[src/ucm_pkg.sv]
package ucm_pkg;

	// register addresses in the controller memory map
	localparam logic [15:0] ADDR_SERIAL_BASE = 16'hFFE8;
	localparam logic [15:0] ADDR_SERIAL_TOP  = 16'hFFEF;
	localparam logic [15:0] ADDR_MODE_CFG    = 16'hFFFB;
	localparam logic [15:0] ADDR_USB_CTL     = 16'hFFFC;

	// usb_port_control field positions
	localparam int unsigned CTL_DIR_BIT    = 0;
	localparam int unsigned CTL_SETUP_BIT  = 1;
	localparam int unsigned CTL_RSV2_BIT   = 2;
	localparam int unsigned CTL_RSV3_BIT   = 3;
	localparam int unsigned CTL_FRESET_BIT = 4;
	localparam int unsigned CTL_WAKE_BIT   = 5;
	localparam int unsigned CTL_IR_BIT     = 6;
	localparam int unsigned CTL_ATTACH_BIT = 7;

	// mode_configuration field positions
	localparam int unsigned MODE_SWSEL_BIT    = 0;
	localparam int unsigned MODE_SOFT_OFF_BIT = 1;
	localparam int unsigned MODE_CLKEN_BIT    = 2;
	localparam int unsigned MODE_CLKSRC_BIT   = 3;

	// reset values and writable masks
	localparam logic [7:0] USB_CTL_RESET  = 8'h10;
	localparam logic [7:0] MODE_CFG_RESET = 8'h00;
	localparam logic [7:0] MODE_CFG_MASK  = 8'h0F;

	// clock figures for the fixed clock output source
	localparam int unsigned CORE_CLK_HZ       = 25_000_000;
	localparam int unsigned FIXED_CLK_HZ      = 3_556_000;
	localparam int unsigned FIXED_HALF_CYCLES = (CORE_CLK_HZ / (2 * FIXED_CLK_HZ)) < 1 ? 1 :
		(CORE_CLK_HZ / (2 * FIXED_CLK_HZ));
	localparam logic [3:0]  FIXED_HALF_LAST   = 4'(FIXED_HALF_CYCLES - 1);

endpackage

[src/ucm_clock_out.sv]
module ucm_clock_out import ucm_pkg::*; (
	input  wire logic core_clk,
	input  wire logic rst_b,
	input  wire logic enable,
	input  wire logic source_fixed,
	input  wire logic baud_clk_in,
	output logic      clk_pin
);

	logic [3:0] div_reg;
	logic [3:0] div_next;
	logic       fixed_reg;
	logic       fixed_next;
	logic       pin_reg;
	logic       pin_next;

	// free-running divider; at 25 MHz the fixed clock is only approximate
	always_comb begin
		div_next   = div_reg + 4'h1;
		fixed_next = fixed_reg;
		if (div_reg >= FIXED_HALF_LAST) begin
			div_next   = 4'h0;
			fixed_next = ~fixed_reg;
		end
		pin_next = 1'b0;
		if (enable) begin
			pin_next = source_fixed ? fixed_reg : baud_clk_in;
		end
	end

	always_ff @(posedge core_clk or negedge rst_b) begin
		if (!rst_b) begin
			div_reg   <= 4'h0;
			fixed_reg <= 1'b0;
			pin_reg   <= 1'b0;
		end else begin
			div_reg   <= div_next;
			fixed_reg <= fixed_next;
			pin_reg   <= pin_next;
		end
	end

	assign clk_pin = pin_reg;
endmodule

[src/ucm_regs.sv]
// Overview of operation
// control registers cleared by power-up reset only
// control bit 0 holds transfer direction
// control bit 1 flags setup servicing
// reserved bits reset zero, write bit 3 zero
// bit 4 links function reset to core
// bit 5 write one emits wake pulse, self-clears
// bit 6 selects infrared codec over uart
// bit 7 enables pullup, port appears attached
// mode bit 0 selects serial buffer switching
// mode bit 1 soft-disables serial output buffer
// mode bit 2 gates clock pin, else low
// mode bit 3 picks fixed or baud clock
// eight read-only bytes expose 64-bit die id
// serial bytes unaffected by reset or writes
// core reset from power-up or linked bus reset
// pullup pin driven from attach bit
// serial bytes taken directly from die id input
// mode bits 7 to 4 read zero
module ucm_regs import ucm_pkg::*; (
	input  wire logic        core_clk,
	input  wire logic        rst_b,
	input  wire logic [15:0] reg_addr,
	input  wire logic        reg_wr_en,
	input  wire logic        reg_rd_en,
	input  wire logic [7:0]  reg_wdata,
	output logic      [7:0]  reg_rdata,
	input  wire logic        bus_reset_signal,
	input  wire logic [63:0] die_id,
	input  wire logic        baud_clk_in,
	output logic             core_reset_b,
	output logic             pullup_pin,
	output logic             remote_wake_pulse,
	output logic             infrared_select,
	output logic             transfer_dir,
	output logic             setup_service_flag,
	output logic             function_reset_link,
	output logic             serial_out_switch_select,
	output logic             serial_out_soft_disable,
	output logic             clock_output_pin
);

	logic [7:0] usb_ctl_reg;
	logic [7:0] usb_ctl_next;
	logic [7:0] mode_cfg_reg;
	logic [7:0] mode_cfg_next;
	logic [7:0] rdata_reg;
	logic [7:0] rdata_next;
	logic       wake_reg;
	logic       wake_next;
	logic       wr_ctl;
	logic       wr_mode;
	logic [7:0] serial_byte [8];

	// true for any of the eight die id byte addresses
	function automatic logic is_serial(input logic [15:0] addr);
		return addr[15:3] == ADDR_SERIAL_BASE[15:3];
	endfunction

	// read mux; unmapped addresses answer zero
	function automatic logic [7:0] read_mux(input logic [15:0] addr, input logic [7:0] ctl,
		input logic [7:0] mode, input logic [7:0] ser);
		logic [7:0] val;
		val = 8'h00;
		if (addr == ADDR_USB_CTL) begin
			val = ctl;
		end else if (addr == ADDR_MODE_CFG) begin
			val = mode & MODE_CFG_MASK;
		end else if (is_serial(addr)) begin
			val = ser;
		end
		return val;
	endfunction

	// die id cut into its eight bytes; byte n answers at the base address plus n
	for (genvar n = 0; n < 8; n++) begin : g_serial
		assign serial_byte[n] = die_id[8*n +: 8];
	end

	assign wr_ctl  = reg_wr_en && (reg_addr == ADDR_USB_CTL);
	assign wr_mode = reg_wr_en && (reg_addr == ADDR_MODE_CFG);

	// next values for the two control registers and the read port
	always_comb begin
		usb_ctl_next  = usb_ctl_reg;
		mode_cfg_next = mode_cfg_reg;
		// the wake request clears itself; a write in the same cycle wins, so no request is lost
		usb_ctl_next[CTL_WAKE_BIT] = 1'b0;
		if (wr_ctl) begin
			usb_ctl_next = reg_wdata;
		end
		if (wr_mode) begin
			mode_cfg_next = reg_wdata & MODE_CFG_MASK;
		end
		// serial byte writes fall through: no storage behind them
		wake_next  = usb_ctl_reg[CTL_WAKE_BIT];
		rdata_next = rdata_reg;
		if (reg_rd_en) begin
			rdata_next = read_mux(reg_addr, usb_ctl_reg, mode_cfg_reg, serial_byte[reg_addr[2:0]]);
		end
	end

	// only the power-up reset clears these; the bus reset never reaches them
	always_ff @(posedge core_clk or negedge rst_b) begin
		if (!rst_b) begin
			usb_ctl_reg  <= USB_CTL_RESET;
			mode_cfg_reg <= MODE_CFG_RESET;
			wake_reg     <= 1'b0;
			rdata_reg    <= 8'h00;
		end else begin
			usb_ctl_reg  <= usb_ctl_next;
			mode_cfg_reg <= mode_cfg_next;
			wake_reg     <= wake_next;
			rdata_reg    <= rdata_next;
		end
	end

	// rest of the chip resets on power-up or a linked function reset
	assign core_reset_b = rst_b && !(bus_reset_signal && usb_ctl_reg[CTL_FRESET_BIT]);

	// outputs straight from the register bits
	assign reg_rdata                = rdata_reg;
	assign pullup_pin               = usb_ctl_reg[CTL_ATTACH_BIT];
	assign infrared_select          = usb_ctl_reg[CTL_IR_BIT];
	assign transfer_dir             = usb_ctl_reg[CTL_DIR_BIT];
	assign setup_service_flag       = usb_ctl_reg[CTL_SETUP_BIT];
	assign function_reset_link      = usb_ctl_reg[CTL_FRESET_BIT];
	assign remote_wake_pulse        = wake_reg;
	assign serial_out_switch_select = mode_cfg_reg[MODE_SWSEL_BIT];
	assign serial_out_soft_disable  = mode_cfg_reg[MODE_SOFT_OFF_BIT];

	ucm_clock_out u_clock_out (
		.core_clk     (core_clk),
		.rst_b        (rst_b),
		.enable       (mode_cfg_reg[MODE_CLKEN_BIT]),
		.source_fixed (mode_cfg_reg[MODE_CLKSRC_BIT]),
		.baud_clk_in  (baud_clk_in),
		.clk_pin      (clock_output_pin)
	);
endmodule
[config.mk]
export PLATFORM = sky130hd
export DESIGN_NAME = ucm_regs
export DESIGN_NICKNAME = d
export VERILOG_FILES = /design/src/ucm_pkg.sv /design/src/ucm_clock_out.sv /design/src/ucm_regs.sv
export SDC_FILE = /design/constraint.sdc
export NUM_CORES = 1
export LEC_CHECK = 0
export ABC_AREA = 1
export BUFFER_PORTS_ARGS = -buffer_cell sky130_fd_sc_hd__buf_2
export CAP_MARGIN = 30
export CORE_AREA = 2 2 78 80
export DETAILED_ROUTE_END_ITERATION = 8
export DIE_AREA = 0 0 80 82
export PLACE_DENSITY = 0.7
export SYNTH_ARGS = -nofsm -noshare
export SYNTH_HDL_FRONTEND = slang
export SYNTH_HIERARCHICAL = 1
export SYNTH_SLANG_ARGS = --single-unit
export TNS_END_PERCENT = 1
[constraint.sdc]
create_clock -name core_clk -period 2.21 [get_ports core_clk]
set_clock_uncertainty 0.15 [all_clocks]
set_input_delay 0.221 -clock core_clk [delete_from_list [all_inputs] [get_ports core_clk]]
set_output_delay 0.221 -clock core_clk [all_outputs]
set_load 0.05 [all_outputs]
==> summary.md, run 1 <==
| Metric | Value |
|---|---|
| Mapped Area | 2200 sq um |
| Worst hold path endpoint | usb_ctl_reg[6] |
| Share of cells above drive strength 1 | 27.2% |
| Post-synth top area cell | dfrtp_1 |
| Number of buffers added for setup after CTS | 0 |
| First-pass GRT wire length | 9740 microns |
| Yosys reg bits | 27 |
| Area growth, synth to finish | 30.9% |
| Crit-path max FO | 2 |
| Unrepaired setup endpoints after global routing | no |
| # fillers | 619 |
| Worst R2R Path Depth | 6 |
| Gpl congestion | 0.884 |
| Crit. path cell count | 4 |
| Largest delay contributor family on the critical path | buffers and inverters |
| Core area | 5750 sq um |
| Final min period | 1640 ps |
| Number of global-route vias before repair | 2,352 |
| Syn Nets | 484 |
| Ant. Diodes | 0 |
| WL final | 5920 microns |
| Row count | 28 |
| Setup violators final | 0 |
| Clock transition at the registers of the reported paths | 90 ps |
| Die ar. | 6560 sq um |
| Tcrit/Tclk final | 74.2% |
| Synth top cells by count | nand2_1, inv_1, nand3_1 |
| Mapped Avg Cell Area | 5.68 sq um |
| Met2 WL | 2850 microns |
| Share of the synthesized area in the top cell type | 29.5% |
| CTS Buf Count | 3 |
| Final max-slew violation count | 0 |
| Post-synth top flop | dfrtp_1 |
| Total track usage | 18.3% |
| Hpwl dp | 4890 microns |
| Placed cells | 566 |
| Post-detailed-route wirelength per cell | 10.4 microns |
| Slowest CP cell | dlygate4sd3_1 |
| Post-Layout Cell Count | 572 |
| CTS tree | yes |
| Crit Reg-Reg Startpoint | u_clock_out/div_reg[0] |
| Worst rel slew slack | 64.1% |
| Highest metal used | met4 |
| Post-CTS resize count | 0 |
| Placed instance area | 2820 sq um |
| Part of the Yosys area used for sequential elements | 30.7% |
| Die height | 82 microns |
| Most numerous cell in the Yosys netlist | nand2_1 |
| Worst endpoint required time | 1840 ps |
| MaxCap Viol Count | 0 |
| Nets | 594 |
| CP arrival | 1270 ps |
| DRC Markers | 0 |
| H-tree depth | 1 |
| Hold path depth | 3 |
| Die W | 80 microns |
| Clock sinks | 27 |
| Worst hold path type | in2reg |
| CP dominant cell by count | buf_2 |
| Status | finished, final reports clean |
| Via-to-Cell Ratio | 4.56 |
| Max clock buf depth | 2 |
| Largest net degree at the start of global routing | 30 |
| Fin. Hold Viols | 0 |
| Distinct cells, synth | 25 |
| Hold_sp | reg_wdata[6] |
| Starting density of the core | 38.4% |
| Design area | 2890 sq um |
| Share of flip-flops with an asynchronous set or reset | 100% |
| M1 wire length | 2560 microns |
| Worst path cell trace | dlygate4sd3_1, buf_2, a21boi_0, buf_2 |
| Ranking of synthesized cells by area | dfrtp_1, nand2_1, inv_1, nand3_1, nor2_1 |
| DR pass1 iterations | 4 |
| Via count | 2,610 |
| Hold bufs inserted after CTS | 2 |
| WL met3 | 470 microns |
| EDFF count, synth | 0 |
| Clk_lat worst skew | 260 ps |
| PD cells | 399 nW/um^2 |
| Slew @ Worst Pin | 535 ps |
| I/O Buffers | 111 |
| Grt total ovfl | 0 |
| R2R Path End | u_clock_out/fixed_reg |
| Class of the most critical setup path | in2out |
| Starting DRC count in detailed routing | 89 |
| Antenna-violating nets left | 0 |
| Fmax | 610 MHz |
| Antenna violations before repair | 0 |
| # IOs | 112 |
| Critical Path Max Stage Delay | 520 ps |
| Synth Instances | 388 |
| Leakage power | 1.93 nW |
| Clock root buffer | clkbuf_8 |
| Crit path capture type | output pin |
| Crit start category | primary input |
| Max VDD drop | 705 uV |
| Power, Total | 1.15 mW |
| Sum Neg Setup Slack | 0 ps |
| Synth Warn # | 6 |
| Crit path buffers/inverters | 3 |
| Worst R2R Setup Slack | 1030 ps |
metrics by stage:
step | utilization (%) | setup slack, ps | hold slack, ps
after CTS | 50.2 | 558 | 3.16
after global placement | 49.1 | 612 | 97.1
after floorplan | - | 236 | -225
after global routing | 50.2 | 490 | 4.82
after detailed placement | 49.1 | 594 | 104
final | 50.2 | 570 | 5.84
layout make-up:
type,instances,area (sq um),area share (%)
clock buffer,3,41.3,1.43
clock inverter,1,5.00,0.173
sequential,27,677,23.5
timing repair buffer,117,606,21.0
multi-input combinational,275,1180,41.1
inverter,74,278,9.63
tap,75,93.8,3.25
power breakdown:
part / switching (mW) / leakage (nW) / internal [mW]
clock network: 0.148 / 0.0255 / 0.126
registers: 0.0215 / 0.368 / 0.523
logic: 0.187 / 1.53 / 0.146
total: 0.357 / 1.93 / 0.796
worst register-to-register path, stage by stage, from the launching register on:
cell and delay, ps:
dfrtp_1 370, inv_1 50, ha_1 190, nor2_2 110, nand2_2 90, nand2_1 60
nand2_1 50
layer usage:
layer,GRT usage [%],vias up
met5,0,-
met4,2.37,0
met3,3.85,6
met2,34.6,84
met1,21.9,1151
li1,-,1369
worst max path at each step:
stage / start / to / slack, ps
detailed placement: reg_addr[1] / usb_ctl_reg[7] / 590
finish: rst_b / core_reset_b / 570
global route: rst_b / core_reset_b / 490
CTS: rst_b / core_reset_b / 560
floorplan: usb_ctl_reg[4] / core_reset_b / 240
global placement: reg_addr[1] / usb_ctl_reg[0] / 610
layout by cell type (no fill, tap or decap):
master         netlist  layout
nand2_2              4       4
dlygate4sd3_1        0       2
ha_1                 2       2
o21ai_0              1       1
conb_1               1       1
clkinv_2             0       1
a21boi_0             1       1
inv_1               71      71
nor3_1               1       1
nand2_1            168     168
nor2b_4              1       1
nand4_1              4       4
nor3_2               1       1
nor2_4               1       1
dfrtp_1             26      26
buf_2                4     111
buf_4                2       4
nor3b_2              1       1
dfstp_2              1       1
inv_2                3       3
nand3_1             46      46
nor2_2               4       4
clkbuf_8             0       3
o21ai_1              7       7
nor2_1              32      32
cells by family after synthesis:
| logic type | count (synthesis) | share of synthesized area [%] |
|---|---|---|
| buffers and inverters | 86 | 15.6 |
| adders and majority gates | 2 | 1.13 |
| DFF | 27 | 30.7 |
| and+or+nand+nor | 263 | 50.3 |
| AOI/OAI and AO/OA | 9 | 2.16 |
| other | 1 | 0.170 |
(Power assumes the default switching activity.)
==> run 2, diff against run 1 <==
==> constraint.sdc (replaced) <==
create_clock -name core_clk -period 1.58 [get_ports core_clk]
set_clock_uncertainty 0.15 [all_clocks]
set_input_delay 0.158 -clock core_clk [delete_from_list [all_inputs] [get_ports core_clk]]
set_output_delay 0.158 -clock core_clk [all_outputs]
set_load 0.05 [all_outputs]
==> run 2 against run 1 <==
  * Combinational power increased by 48%
  * Sequential power increased by 40%
  * Design area increased by 4.9%
  * Hold slack improved by 26 ps
  * Power increased by 42%
  * Critical path type unchanged
==> summary.md, run 2 (same netlist as run 1, synthesis figures left out) <==
| Metric | Value |
|---|---|
| Antenna-violating nets left | 0 |
| Fin. Hold Viols | 0 |
| Total track usage | 19.0% |
| Via count | 2,608 |
| Die height | 82 microns |
| Antenna violations before repair | 0 |
| Share of cells above drive strength 1 | 27.5% |
| Clk_lat worst skew | 270 ps |
| # IOs | 112 |
| Nets | 610 |
| CTS Buf Count | 3 |
| Hold_sp | reg_wr_en |
| Die W | 80 microns |
| Crit-path max FO | 2 |
| Number of buffers added for setup after CTS | 0 |
| Post-layout util | 52.7% |
| Post-detailed-route wirelength per cell | 10.4 microns |
| Max VDD drop | 642 uV |
| Starting DRC count in detailed routing | 122 |
| Worst hold path endpoint | mode_cfg_reg[2] |
| Grt total ovfl | 0 |
| R2R Path End | u_clock_out/fixed_reg |
| Commonest non-fill, non-tap cell in the layout | nand2_1 |
| PD cells | 542 nW/um^2 |
| DR pass1 iterations | 4 |
| Tcrit/Tclk final | 94.7% |
| Via-to-Cell Ratio | 4.44 |
| CTS tree | yes |
| Clock root buffer | clkbuf_8 |
| Leakage power | 2.00 nW |
| Worst hold path type | in2reg |
| H-tree depth | 1 |
| Max clock buf depth | 2 |
| Worst R2R Path Depth | 6 |
| DRC Markers | 0 |
| Final min period | 1500 ps |
| MaxCap Viol Count | 0 |
| First-pass GRT wire length | 10,000 microns |
| Gpl congestion | 0.798 |
| Clock transition at the registers of the reported paths | 90 ps |
| CP arrival | 1190 ps |
| Fmax | 668 MHz |
| Area growth, synth to finish | 37.3% |
| Worst R2R Setup Slack | 390 ps |
| Worst endpoint required time | 1270 ps |
| Starting density of the core | 38.4% |
| Crit Reg-Reg Startpoint | u_clock_out/div_reg[0] |
| Clock sinks | 27 |
| Hold path depth | 3 |
| Largest net degree at the start of global routing | 31 |
| Status | finished, final reports clean |
| Die ar. | 6560 sq um |
| Setup violators final | 0 |
| Ant. Diodes | 0 |
| Most frequent cells in the layout | nand2_1, buf_2, inv_1, nand3_1, nor2_1 |
| Final max-slew violation count | 0 |
| Crit start category | primary input |
| # fillers | 621 |
| Class of the most critical setup path | in2out |
| Row count | 28 |
| Number of global-route vias before repair | 2,433 |
| Sum Neg Setup Slack | 0 ps |
| Crit path capture type | output pin |
| Power, Total | 1.64 mW |
| Hpwl dp | 4960 microns |
| WL final | 6100 microns |
| Core area | 5750 sq um |
| Unrepaired setup endpoints after global routing | no |
| I/O Buffers | 111 |
[run 2: worst max-delay path by stage]
stage / endpoint / start / cells past startpoint
floorplan: core_reset_b / usb_ctl_reg[4] / 1
global placement: usb_ctl_reg[1] / reg_addr[9] / 9
detailed placement: usb_ctl_reg[2] / reg_addr[9] / 9
CTS: core_reset_b / rst_b / 4
global route: core_reset_b / rst_b / 4
finish: core_reset_b / rst_b / 4
[run 2: timing repair]
action                                 CTS  global route
hold buffers                            11             0
resized for setup                        0             0
endpoints found under the hold margin   41             0
[run 2: report_power, final]
group | total (mW) | leakage, nW | switching (mW) | internal, mW
clock network | 0.385 | 0.0228 | 0.205 | 0.181
registers | 0.762 | 0.368 | 0.0298 | 0.732
logic | 0.494 | 1.60 | 0.268 | 0.226
[run 2: area by class of cell]
type	count	area, sq um	area share (%)
multi-input cells	275	1180	39.1
repair buffers	133	748	24.7
flip-flops and latches	27	677	22.4
inverters	74	278	9.18
well taps	75	93.8	3.10
clock buffers	4	45.0	1.49
[run 2: routing by layer]
layer | vias to the layer above | part of all wire (%) | track usage (%)
met5 | - | 0 | 0
met4 | 0 | 1.7 | 5.08
met3 | 12 | 6.2 | 3.52
met2 | 77 | 48 | 34.3
met1 | 1120 | 44 | 23.1
li1 | 1399 | - | -
[run 2: worst max-delay path, cell delays in order]
cell,delay [ps]
dlygate4sd3_1,520
buf_2,110
a21boi_1,140
buf_2,270
[run 2: metrics by stage]
step           cells  hold WS (ps)  worst slack (ps)  instance area [sq um]
3_3_place_gp     573          31.6               167                   2870
5_1_grt          588          20.4              15.5                   3030
3_5_place_dp     573          31.3               115                   2870
2_1_floorplan    388          -288              55.6                   2200
4_1_cts          588          21.4              71.4                   3030
6_report         588          32.3              83.6                   3030
==> run 3, diff against run 2 <==
--- a/config.mk
+++ b/config.mk
@@ -8,10 +8,9 @@
 export ABC_AREA = 1
 export BUFFER_PORTS_ARGS = -buffer_cell sky130_fd_sc_hd__buf_2
 export CAP_MARGIN = 30
-export CORE_AREA = 2 2 78 80
+export CORE_AREA = 2 2 97 99
 export DETAILED_ROUTE_END_ITERATION = 8
-export DIE_AREA = 0 0 80 82
-export PLACE_DENSITY = 0.7
+export DIE_AREA = 0 0 99 101
 export SYNTH_ARGS = -nofsm -noshare
 export SYNTH_HDL_FRONTEND = slang
 export SYNTH_HIERARCHICAL = 1
==> run 3 against run 2 <==
  * Worst setup slack improved by 3.0 ps
  * Register-to-register slack about the same
  * Power about the same
  * Design area increased by 1.4%
  * Clock power about the same
  * Sequential cell count unchanged
  * Die area increased by 52%
  * Combinational power about the same
  * Critical endpoint unchanged
  * Largest cell class unchanged
==> summary.md, run 3 (same netlist as run 1, synthesis figures left out) <==
| Metric | Value |
|---|---|
| Worst R2R Path Depth | 6 |
| Nets | 610 |
| Crit. path cell count | 4 |
| Number of buffers added for setup after CTS | 0 |
| Worst hold path type | in2reg |
| Clock transition at the registers of the reported paths | 90 ps |
| CP arrival | 1190 ps |
| Final max-slew violation count | 0 |
| Most Crowded Layer GR | met2 |
| Worst path cell trace | dlygate4sd3_1, buf_2, a21boi_1, buf_2 |
| Post-layout util | 34.2% |
| Antenna violations before repair | 0 |
| CTS Buf Count | 3 |
| Die W | 99 microns |
| Core area | 8980 sq um |
| CP dominant cell by count | buf_2 |
| MaxCap Viol Count | 0 |
| First-pass GRT wire length | 10,800 microns |
| Die height | 101 microns |
| Max VDD drop | 343 uV |
| Tcrit/Tclk final | 94.5% |
| Max clock buf depth | 2 |
| Hold_ws | 13.5 ps |
| Number of global-route vias before repair | 2,543 |
| Commonest non-fill, non-tap cell in the layout | nand2_1 |
| Row count | 35 |
| Clock root buffer | clkbuf_8 |
| Power, Total | 1.64 mW |
| Die ar. | 10000 sq um |
| Status | finished, final reports clean |
| Ant. Diodes | 0 |
| Crit path buffers/inverters | 3 |
| Starting DRC count in detailed routing | 90 |
| Worst endpoint required time | 1270 ps |
| Unrepaired setup endpoints after global routing | no |
| Fin. Hold Viols | 0 |
| Starting density of the core | 24.6% |
| Final min period | 1490 ps |
| Placed instance area | 2920 sq um |
| Design area | 3070 sq um |
| CTS tree | yes |
| Grt total ovfl | 0 |
| # fillers | 1,027 |
| Via count | 2,638 |
| Clock sinks | 27 |
| Gpl congestion | 0.782 |
| Antenna-violating nets left | 0 |
| Crit path capture type | output pin |
| Largest net degree at the start of global routing | 28 |
| # IOs | 112 |
| Met3 Usage GRT | 2.84% |
| Sum Neg Setup Slack | 0 ps |
| Clk_lat worst skew | 270 ps |
| Hpwl dp | 5390 microns |
| Post-detailed-route wirelength per cell | 10.4 microns |
| Crit-path max FO | 2 |
| Share of cells above drive strength 1 | 27.7% |
| Most frequent cells in the layout | nand2_1, buf_2, inv_1, nand3_1, nor2_1 |
| DR pass1 iterations | 4 |
| Setup violators final | 0 |
| Via-to-Cell Ratio | 4.23 |
| Slowest CP cell | dlygate4sd3_1 |
| Fmax | 670 MHz |
| Critical Path Max Stage Delay | 520 ps |
| I/O Buffers | 111 |
| WL final | 6460 microns |
| H-tree depth | 1 |
| Met2 Use GR | 23.4% |
| PD cells | 534 nW/um^2 |
| Hold path depth | 3 |
| Largest delay contributor family on the critical path | buffers and inverters |
| Met1 Use GR | 15.8% |
| Leakage power | 2.00 nW |
| Area growth, synth to finish | 39.2% |
| Class of the most critical setup path | in2out |
| Crit start category | primary input |
| DRC Markers | 0 |
| Total track usage | 13.0% |
[run 3: changes by cell type in the layout (fill, tap and decap cells not counted)]
cell and delta:
dlygate4sd3_1 -1, buf_4 +1
[run 3: per-layer routing]
metal / wire length, microns / part of all wire, %
met1: 2880 / 45
met2: 3060 / 47
met3: 395 / 6.1
met4: 121 / 1.9
met5: 0 / 0
[run 3: worst register-to-register path: cells and delay by family, from the launching register on]
family / cells / cell delay [ps]
adder cells (fa/ha/maj): 1 / 190
AND/OR/NAND/NOR: 4 / 310
flip-flops: 1 / 380
buffers and inverters: 1 / 50
[run 3: final timing paths]
path,startpoint,to,slack (ps)
min,baud_clk_in,u_clock_out/clk_pin,10
min in group asynchronous,rst_b,remote_wake_pulse,270
min reg2reg,usb_ctl_reg[5],remote_wake_pulse,260
max,rst_b,core_reset_b,90
max reg2reg,u_clock_out/div_reg[0],u_clock_out/fixed_reg,390
max in group asynchronous,rst_b,usb_ctl_reg[4],710
[run 3: timing repair]
action	in CTS	in global routing
hold endpoints to repair	36	0
hold buffers	10	0
gates resized for setup	0	0
[run 3: layout make-up]
| class | count | area, sq um | area share (%) |
|---|---|---|---|
| tap | 111 | 139 | 4.53 |
| clock buffer | 4 | 45.0 | 1.47 |
| multi-input combinational | 275 | 1180 | 38.6 |
| timing repair buffer | 133 | 746 | 24.3 |
| inverter | 74 | 278 | 9.05 |
| sequential | 27 | 677 | 22.1 |
[run 3: through the flow]
step                      instances  setup slack, ps
final                           624             86.6
after global routing            624             60.2
after CTS                       624             77.2
after detailed placement        610             58.0
after global placement          610             72.5
after floorplan                 388             55.6
[run 3: power breakdown]
part           switching, mW  leakage [nW]  internal [mW]
sequential            0.0322         0.368          0.732
combinational          0.267          1.61          0.226
clock                  0.202        0.0228          0.180
